$ cat config.mk
export PLATFORM = sky130hd
export DESIGN_NAME = ccs_regs
export DESIGN_NICKNAME = d
export VERILOG_FILES = /design/src/ccs_regs.v
export VERILOG_INCLUDE_DIRS = /design/src /design/src/src
export SDC_FILE = /design/constraint.sdc
export NUM_CORES = 1
export LEC_CHECK = 0
export BUFFER_PORTS_ARGS = -buffer_cell sky130_fd_sc_hd__buf_2
export CAP_MARGIN = 10
export CORE_MARGIN = 2
export CORE_UTILIZATION = 45
export CTS_BUF_LIST = sky130_fd_sc_hd__clkbuf_2
export DETAILED_ROUTE_END_ITERATION = 8
export HOLD_SLACK_MARGIN = 0.05
export SYNTH_ARGS = -nofsm -noshare
export SYNTH_HDL_FRONTEND = slang
export SYNTH_SLANG_ARGS = --single-unit
$ cat constraint.sdc
create_clock -name clock -period 3.9 [get_ports clock]
set_input_delay 0.195 -clock clock [delete_from_list [all_inputs] [get_ports clock]]
set_output_delay 0.195 -clock clock [all_outputs]
set_load 0.005 [all_outputs]
$ cat src/ccs_consts.vh
// constants for the cell count, subport and pin-control register group
// assumes byte-wide registers at 16-bit addresses, reached by in-band access
`ifndef CCS_CONSTS_VH
`define CCS_CONSTS_VH

// ****************************************************************
// register offsets
// ****************************************************************
`define CCS_ADDR_PIN_CTRL      16'h801A
`define CCS_ADDR_RX_CNT_B3     16'h801B
`define CCS_ADDR_RX_CNT_B2     16'h801C
`define CCS_ADDR_RX_CNT_B1     16'h801D
`define CCS_ADDR_RX_CNT_B0     16'h801E
`define CCS_ADDR_TX_CNT_B3     16'h801F
`define CCS_ADDR_TX_CNT_B2     16'h8020
`define CCS_ADDR_TX_CNT_B1     16'h8021
`define CCS_ADDR_TX_CNT_B0     16'h8022
`define CCS_ADDR_SUB_WIDTH     16'h8023
`define CCS_ADDR_SUB_POS       16'h8024

// ****************************************************************
// pin-control field positions
// ****************************************************************
`define CCS_PC_OVERRIDE        0
`define CCS_PC_STRAP_FIRST     1
`define CCS_PC_STRAP_SECOND    2
`define CCS_PC_EE_OWNER        3
`define CCS_PC_EE_SCLK         4
`define CCS_PC_EE_CS_N         5
`define CCS_PC_EE_DOUT         6
`define CCS_PC_EE_DIN          7

// ****************************************************************
// reset values
// ****************************************************************
`define CCS_RST_PIN_CTRL       8'h00
`define CCS_RST_COUNT          32'h0000_0000
`define CCS_RST_SUB_WIDTH      3'h5
`define CCS_RST_SUB_BIT        3'h5
`define CCS_RST_SUB_BYTE       3'h0

// ****************************************************************
// subport extraction sizes
// ****************************************************************
`define CCS_HDR_BITS           64
`define CCS_SUB_MAX            7

`endif

$ cat src/ccs_regs.v
// cell counters, receive subport position and pin-control / eeprom bit-bang registers
// assumes one clock; straps and eeprom data-in come from pins, cell pulses from logic
`timescale 1ns/1ps
`include "ccs_consts.vh"

module ccs_regs (
  input  wire        clock,          // 125 MHz system clock
  input  wire        resetn,         // asynchronous reset, active low
  input  wire        reg_wr,         // register write strobe
  input  wire        reg_rd,         // register read strobe
  input  wire [15:0] reg_addr,       // register address
  input  wire [7:0]  reg_wdata,      // write data
  output reg  [7:0]  reg_rdata,      // read data, valid with reg_rvalid
  output reg         reg_rvalid,     // read answer pulse
  input  wire        strap_input_first,  // first strap pin
  input  wire        strap_input_second, // second strap pin
  input  wire        rx_cell_done,   // one pulse per receive bus cell
  input  wire        tx_cell_done,   // one pulse per transmit bus cell
  input  wire        ldr_sclk,       // loader eeprom clock
  input  wire        ldr_cs_n,       // loader eeprom chip select, active low
  input  wire        ldr_dout,       // loader data toward eeprom
  output reg         ldr_din,        // eeprom data toward loader
  output reg         ee_sclk,        // eeprom clock pin
  output reg         ee_cs_n,        // eeprom chip select pin, active low
  output reg         ee_dout,        // eeprom data pin toward eeprom
  input  wire        ee_din,         // eeprom data pin from eeprom
  input  wire        hdr_valid,      // header word present for extraction
  input  wire [63:0] hdr_bytes,      // header byte 0 in [63:56]
  output reg  [6:0]  rx_subport,     // extracted subport, right justified
  output reg         rx_subport_valid // pulse with rx_subport
);

  // ****************************************************************
  // decode helper
  // ****************************************************************
  function sel;
    input [15:0] a;
    input [15:0] off;
    begin
      sel = (a == off);
    end
  endfunction

  // msb of the subport sits at flat index byte*8+(7-bit) counted from the header msb;
  // shifting by that index lets the field run into the next byte
  function [6:0] extract;
    input [63:0] hdr;
    input [2:0]  byte_loc;
    input [2:0]  bit_loc;
    input [2:0]  width;
    reg   [63:0] shifted;
    reg   [6:0]  top;
    reg   [5:0]  idx;
    begin
      idx     = {byte_loc, 3'h0} + {3'h0, 3'h7 - bit_loc};
      shifted = hdr << idx;
      top     = shifted[63:57];
      extract = top >> (3'h7 - width);
    end
  endfunction

  // ****************************************************************
  // pin synchronisers
  // ****************************************************************
  wire [2:0] pin_raw = {ee_din, strap_input_second, strap_input_first};
  wire [2:0] pin_s;

  genvar gi;
  generate
    for (gi = 0; gi < 3; gi = gi + 1) begin : g_sync
      reg meta_r;
      reg sync_r;
      always @(posedge clock or negedge resetn) begin
        if (!resetn) begin
          meta_r <= 1'b0;
          sync_r <= 1'b0;
        end else begin
          meta_r <= pin_raw[gi];
          sync_r <= meta_r;
        end
      end
      assign pin_s[gi] = sync_r;
    end
  endgenerate

  // ****************************************************************
  // registers
  // ****************************************************************
  reg        override_r;
  reg        ee_owner_r;
  reg        ee_sclk_r;
  reg        ee_cs_n_r;
  reg        ee_dout_r;
  reg [31:0] rx_cnt_r;
  reg [31:0] tx_cnt_r;
  reg [23:0] rx_snap_r;
  reg [23:0] tx_snap_r;
  reg [2:0]  sub_width_r;
  reg [2:0]  sub_byte_r;
  reg [2:0]  sub_bit_r;
  reg        strap_load_r;
  reg [1:0]  strap_wait_r;

  wire wr_pc    = reg_wr && sel(reg_addr, `CCS_ADDR_PIN_CTRL);
  wire wr_width = reg_wr && sel(reg_addr, `CCS_ADDR_SUB_WIDTH);
  wire wr_pos   = reg_wr && sel(reg_addr, `CCS_ADDR_SUB_POS);

  always @(posedge clock or negedge resetn) begin
    if (!resetn) begin
      override_r <= 1'b0;
      ee_owner_r <= 1'b0;
      ee_sclk_r  <= 1'b0;
      ee_cs_n_r  <= 1'b0;
      ee_dout_r  <= 1'b0;
    end else if (wr_pc) begin
      override_r <= reg_wdata[`CCS_PC_OVERRIDE];
      ee_owner_r <= reg_wdata[`CCS_PC_EE_OWNER];
      ee_sclk_r  <= reg_wdata[`CCS_PC_EE_SCLK];
      ee_cs_n_r  <= reg_wdata[`CCS_PC_EE_CS_N];
      ee_dout_r  <= reg_wdata[`CCS_PC_EE_DOUT];
    end
  end

  // ****************************************************************
  // cell counters
  // ****************************************************************
  // reading the msb byte freezes the lower three so a byte-wise read is coherent
  wire rd_rx_b3 = reg_rd && sel(reg_addr, `CCS_ADDR_RX_CNT_B3);
  wire rd_tx_b3 = reg_rd && sel(reg_addr, `CCS_ADDR_TX_CNT_B3);

  always @(posedge clock or negedge resetn) begin
    if (!resetn) begin
      rx_cnt_r  <= `CCS_RST_COUNT;
      tx_cnt_r  <= `CCS_RST_COUNT;
      rx_snap_r <= 24'h000000;
      tx_snap_r <= 24'h000000;
    end else begin
      if (rx_cell_done)
        rx_cnt_r <= rx_cnt_r + 32'h0000_0001;
      if (tx_cell_done)
        tx_cnt_r <= tx_cnt_r + 32'h0000_0001;
      if (rd_rx_b3)
        rx_snap_r <= rx_cnt_r[23:0];
      if (rd_tx_b3)
        tx_snap_r <= tx_cnt_r[23:0];
    end
  end

  // ****************************************************************
  // subport configuration
  // ****************************************************************
  // the start byte is loaded from the synchronised straps on the fourth edge after
  // release, once both sync stages hold real pin levels
  always @(posedge clock or negedge resetn) begin
    if (!resetn) begin
      strap_wait_r <= 2'h0;
      strap_load_r <= 1'b0;
    end else begin
      if (strap_wait_r != 2'h3)
        strap_wait_r <= strap_wait_r + 2'h1;
      strap_load_r <= (strap_wait_r == 2'h2);
    end
  end

  always @(posedge clock or negedge resetn) begin
    if (!resetn) begin
      sub_width_r <= `CCS_RST_SUB_WIDTH;
      sub_bit_r   <= `CCS_RST_SUB_BIT;
      sub_byte_r  <= `CCS_RST_SUB_BYTE;
    end else begin
      if (wr_width)
        sub_width_r <= reg_wdata[2:0];
      if (wr_pos)
        sub_bit_r <= reg_wdata[5:3];
      if (strap_load_r)
        sub_byte_r <= {1'b0, pin_s[1], pin_s[0]};
      else if (wr_pos && override_r)
        sub_byte_r <= reg_wdata[2:0];
    end
  end

  // ****************************************************************
  // eeprom pin routing
  // ****************************************************************
  always @(posedge clock or negedge resetn) begin
    if (!resetn) begin
      ee_sclk <= 1'b0;
      ee_cs_n <= 1'b1;
      ee_dout <= 1'b0;
      ldr_din <= 1'b0;
    end else if (ee_owner_r) begin
      ee_sclk <= ee_sclk_r;
      ee_cs_n <= ee_cs_n_r;
      ee_dout <= ee_dout_r;
      ldr_din <= 1'b0;
    end else begin
      ee_sclk <= ldr_sclk;
      ee_cs_n <= ldr_cs_n;
      ee_dout <= ldr_dout;
      ldr_din <= pin_s[2];
    end
  end

  // ****************************************************************
  // read path
  // ****************************************************************
  reg [7:0] rd_mux;

  always @* begin
    rd_mux = 8'h00;
    case (reg_addr)
      `CCS_ADDR_PIN_CTRL: begin
        rd_mux[`CCS_PC_OVERRIDE]     = override_r;
        rd_mux[`CCS_PC_STRAP_FIRST]  = pin_s[0];
        rd_mux[`CCS_PC_STRAP_SECOND] = pin_s[1];
        rd_mux[`CCS_PC_EE_OWNER]     = ee_owner_r;
        rd_mux[`CCS_PC_EE_SCLK]      = ee_sclk_r;
        rd_mux[`CCS_PC_EE_CS_N]      = ee_cs_n_r;
        rd_mux[`CCS_PC_EE_DOUT]      = ee_dout_r;
        rd_mux[`CCS_PC_EE_DIN]       = ee_owner_r & pin_s[2];
      end
      `CCS_ADDR_RX_CNT_B3: rd_mux = rx_cnt_r[31:24];
      `CCS_ADDR_RX_CNT_B2: rd_mux = rx_snap_r[23:16];
      `CCS_ADDR_RX_CNT_B1: rd_mux = rx_snap_r[15:8];
      `CCS_ADDR_RX_CNT_B0: rd_mux = rx_snap_r[7:0];
      `CCS_ADDR_TX_CNT_B3: rd_mux = tx_cnt_r[31:24];
      `CCS_ADDR_TX_CNT_B2: rd_mux = tx_snap_r[23:16];
      `CCS_ADDR_TX_CNT_B1: rd_mux = tx_snap_r[15:8];
      `CCS_ADDR_TX_CNT_B0: rd_mux = tx_snap_r[7:0];
      `CCS_ADDR_SUB_WIDTH: rd_mux = {5'h00, sub_width_r};
      `CCS_ADDR_SUB_POS:   rd_mux = {2'h0, sub_bit_r, sub_byte_r};
      default:             rd_mux = 8'h00;
    endcase
  end

  always @(posedge clock or negedge resetn) begin
    if (!resetn) begin
      reg_rdata  <= 8'h00;
      reg_rvalid <= 1'b0;
    end else begin
      reg_rvalid <= reg_rd;
      if (reg_rd)
        reg_rdata <= rd_mux;
    end
  end

  // ****************************************************************
  // subport extraction
  // ****************************************************************
  always @(posedge clock or negedge resetn) begin
    if (!resetn) begin
      rx_subport       <= 7'h00;
      rx_subport_valid <= 1'b0;
    end else begin
      rx_subport_valid <= hdr_valid;
      if (hdr_valid)
        rx_subport <= extract(hdr_bytes, sub_byte_r, sub_bit_r, sub_width_r);
    end
  end

endmodule // ccs_regs

Word level (Yosys, flattened, before mapping)
Index checks and enable logic that the tools add are counted.
{ "op_classes": {"n_bitwise": 1, "eq_ne": 13, "reduce_logical": 7, "mux": 7, "shift": 2, "n_addsub": 6} }
{ "ops": {"columns": ["op", "count"], "rows": [
  ["16-bit equality test, second input constant", 11],
  ["8-bit one-hot mux with 11 select lines", 1],
  ["32-bit by 1-bit adder with 32-bit output, second input constant", 2],
  ["64-bit by 6-bit << shifter with 64-bit output", 1],
  ["7-bit by 3-bit >> shifter with 7-bit output", 1],
  ["6-bit by 3-bit adder with 6-bit output", 1],
  ["1-bit logical AND", 6],
  ["3-bit 2-to-1 mux", 2],
  ["3-bit subtractor, first input constant", 2],
  ["1-bit 2-to-1 mux", 4],
  ["2-bit by 1-bit adder with 2-bit output, second input constant", 1],
  ["2-bit equality test, second input constant", 1],
  ["2-bit inequality test, second input constant", 1],
  ["2-bit nonzero test", 1],
  ["1-bit AND", 1]
]} }
{ "word_totals": {"regBits": 156, "inputBits": 101, "wordCells": 64} }

Depth between registers and ports, before layout
{ "depth": {"ltp_word": 5, "mapped_depth": 12, "mapped_depth_nobuf": 7} }

Worst setup path before layout
No wires, ideal clock.
{ "synth_path": {"kind": "register -> register", "from": "register sub_bit_r[0]", "to": "register rx_subport[0]", "slack_ps": 1226, "arrival_ps": 2533, "period_less_slack_ps": 2674, "path_stages_with_launch": 10, "n_path_buf": 2, "setup_ps": 141, "cell_sequence": "dfstp_2 buf_2 buf_2 mux4_2 a22oi_1 a21oi_1 a2111oi_0 a211oi_1 a211oi_2 a311oi_1"} }
{ "synth_via": {"elab_chain_cells": 4} }
{ "synth_lines": {"columns": ["element", "line", "source"], "rows": [
  ["from (decl)", "ccs_regs.v:100", "reg [2:0] sub_bit_r;"],
  ["from (signal assigned)", "ccs_regs.v:168", "sub_bit_r <= `CCS_RST_SUB_BIT;"],
  ["from (signal assigned)", "ccs_regs.v:174", "sub_bit_r <= reg_wdata[5:3];"],
  ["3-bit subtractor", "ccs_regs.v:55", "idx = {byte_loc, 3'h0} + {3'h0, 3'h7 - bit_loc};"],
  ["6-bit by 3-bit adder with 6-bit output", "ccs_regs.v:55", null],
  ["64-bit by 6-bit << shifter with 64-bit output", "ccs_regs.v:56", "shifted = hdr << idx;"],
  ["7-bit by 3-bit >> shifter with 7-bit output", "ccs_regs.v:58", "extract = top >> (3'h7 - width);"],
  ["to (signal assigned)", "ccs_regs.v:257", "rx_subport <= extract(hdr_bytes, sub_byte_r, sub_bit_r, sub_width_r);"],
  ["to (decl)", "ccs_regs.v:29", "output reg [6:0] rx_subport,"]
]} }
Every way passes these cells.
A chain may end at the register's enable or synchronous reset.

Worst setup path after layout
{ "layout_path": {"from": "register sub_bit_r[1]", "to": "register rx_subport[3]"} }
Same word-level chain as after synthesis.

==> out/results.ini <==
[outcome]
status=completed

[final_layout]
design_area_um2=11200
synthToLayoutAreaGrowth_pct=14.3
seq_area_um2=3910
fill_cells=1866
multi_input_area_um2=5560
drive_gt1_frac=0.353
finalNetCount=1060

[worst_setup_path]
crit-reg2reg-launch=sub_bit_r[1]
critPathSlowestCell=dfrtp_4
slowest_delay_ns=0.90
cp-startpoint=sub_bit_r[1]
required_ns=4.54
reg2reg_depth=8
cp-start-kind=flip-flop
crit_fanout=44
rrSetupSlack_ns=0.63
reg2reg_to=rx_subport[3]
crit_path_frequent_cell=mux4_2
critical_path_arrival_ns=3.91
crit_chain=buf_4 -> mux4_2 -> mux4_2 -> or2_1 -> nand2_1 -> a32o_1 -> nor2_1 -> a221o_1
crit_type=reg2reg
cp-end-kind=flip-flop
cp-endpoint=rx_subport[3]

[logic_synthesis]
synthArstFlopShare=1.00
synth_commonest_cells=dfrtp_1, mux2_2, mux4_2
synth_top_area_cell=dfrtp_1
synth_cell_types=69
yosysWarnings=0
syn-num-nets=917
synth-edff-count=0
synth_cells=812
yosysMostFrequentCell=dfrtp_1
yosysSeqAreaShare=0.400
synth_top_area_frac=0.386
synthTopCellsByArea=dfrtp_1, mux4_2, mux2_2, xnor2_1, mux2i_1
synth_ff_type=dfrtp_1
syn_avg_cell_area_um2=12.0
ys_ff_latch=156
synth.cell_area_um2=9780

[clock_network]
cts-root-buf=clkbuf_2
ctsResizeCount=0
cts_htree_levels=4
numClockSinks=156
clkLatencyLatePin_ns=0.73
postCtsSetupBuffers=0
cts_tree=built
clockBufferDepth=2
clk_pin_slew_ns=0.22
cts_made_buffers=17

[global_routing]
grt_pass1_wl_mm=42.8
gr-usage-met1=0.365
top_usage_layer=met2
grt_usage=0.247
grt_util_met3=0.0488
grt_overflow_total=0
grt_max_degree=109
antenna_found_initial=1
grt_pass1_vias=7405
gr-usage-met2=0.372

[sta]
rsz0062_at_grt=no
max_freq_mhz=306
finalSetupViolations=0
tightest_slew_ns=0.984
skew_ns=0.0371
setup_ws_ns=0.629
hold_violations=0
min_period_ns=3.27
slew_viol_final=0
timing.final.crit_share=0.839
tns_ns=0
slew_headroom=0.344

[die]
io_pins=122
initial_core_util=0.462
dieArea_um2=22900
die_w_um=151
core_area_um2=21200
die_h_um=151
rows=53

[place]
portBuffers=120
dp_hpwl_mm=20.1
place_area_um2=10700
place.gp.congestion=0.909
post-place-ws_ns=0.654

[drt]
route.detailed.drc=0
viasPerCell=6.21
wire_per_inst_um=21.8
wl_mm=27.2
final_antenna_net_count=0
firstDrtPassIters=7
drtIter0Drc=742
vias=7727

[job]
maxCapViolCount=0

[power]
ir_worst_vdd_uv=218
power_leakage_nw=4.89
total_power_mw=3.12
p_per_area_nw_per_um2=280

[hold_path]
hp-class=in2async

==> layout make-up <==
class	instances	share of cell area
Sequential cell	156	0.350
Multi-Input combinational cell	599	0.498
Clock buffer	19	0.00851
Antenna cell	2	0.000448
Tap cell	275	0.0308
Timing Repair Buffer	170	0.0980
Inverter	11	0.00370
Clock inverter	12	0.0104
==> report_power, final <==
| part | internal [mW] | switching (mW) |
|---|---|---|
| Combinational | 0.237 | 0.234 |
| Sequential | 1.70 | 0.115 |
| Clock | 0.239 | 0.596 |
| Total | 2.18 | 0.945 |
==> cells in the final DEF, fill, tap and decap left out, drive strengths merged, types with 5 or more instances in the layout <==
cell	netlist	routed
mux2i	26	26
dfstp	5	5
o21ai	11	11
o211ai	7	7
clkbuf	18	19
a22o	11	11
xor2	18	18
and4	5	5
xnor2	45	45
buf	28	140
nor3	5	5
a21oi	13	13
and2	6	6
a41oi	6	6
dfrtp	151	151
nor2b	6	6
mux4	71	71
dlygate4sd3	0	30
nor4	10	10
nand3	31	31
a22oi	18	18
mux2	85	85
inv	11	15
nand4	13	13
a31oi	11	11
a221oi	17	17
nand2	65	65
a211oi	7	7
and3	10	10
nor2	45	45
a222oi	6	6
==> worst min-delay path by stage <==
stage | from | end | depth (start not counted)
6_report | resetn | rx_cnt_r[1] | 2
5_1_grt | reg_addr[6] | reg_rdata[7] | 5
4_1_cts | reg_addr[10] | reg_rdata[7] | 6
3_5_place_dp | strap_input_first | g_sync[0].meta_r | 1
3_3_place_gp | strap_input_first | g_sync[0].meta_r | 1
2_1_floorplan | resetn | ee_cs_n_r | 0
==> registers in the layout, indices dropped and copies added, names as in the netlist, 7 cells and up <==
| register | cells |
|---|---|
| rx_cnt_r | 32 |
| tx_cnt_r | 32 |
| rx_snap_r | 24 |
| tx_snap_r | 24 |
| reg_rdata | 8 |
| rx_subport | 7 |
==> logic make-up (layout without fill, tap and decap cells) <==
family / count (synthesis) / in the layout / share of synthesized area
AOI/OAI and AO/OA: 134 / 134 / 0.106
xor gates and xnor gates: 63 / 63 / 0.0564
adders and majority gates: 4 / 4 / 0.00512
buffers and inverters: 57 / 212 / 0.0315
DFF: 156 / 156 / 0.400
muxes: 182 / 182 / 0.288
other: 0 / 2 / 0
and+or+nand+nor: 216 / 216 / 0.113
==> timing repair <==
| item | in CTS | in global routing |
|---|---|---|
| hold endpoints to repair | 165 | 0 |
| hold buffers | 30 | 0 |
| endpoints found under the setup margin | 0 | 0 |
==> through the flow <==
step                      std cells  hold WS, ns  utilization
after floorplan                 812       -0.101            -
after global placement         1181        0.303        0.504
after detailed placement       1181        0.305        0.504
after CTS                      1242       0.0835        0.528
after global routing           1244        0.126        0.528
final                          1244        0.109        0.528
==> worst max-delay path: cells and delay by family (launching register included) <==
kind	cells	cell delay, ns
AOI/OAI and AO/OA	2	0.48
muxes	2	1.06
buffers and inverters	1	0.34
DFF	1	0.90
and+or+nand+nor	3	0.40
==> layer usage <==
metal  vias up  part of all wire  routed length (um)
met2       345              0.45               12400
met5         -                 0                   0
met3        42             0.087                2360
met4         0             0.019                 520
met1      3876              0.44               11900
li1       3464                 -                   -
(Power assumes the default switching activity.)
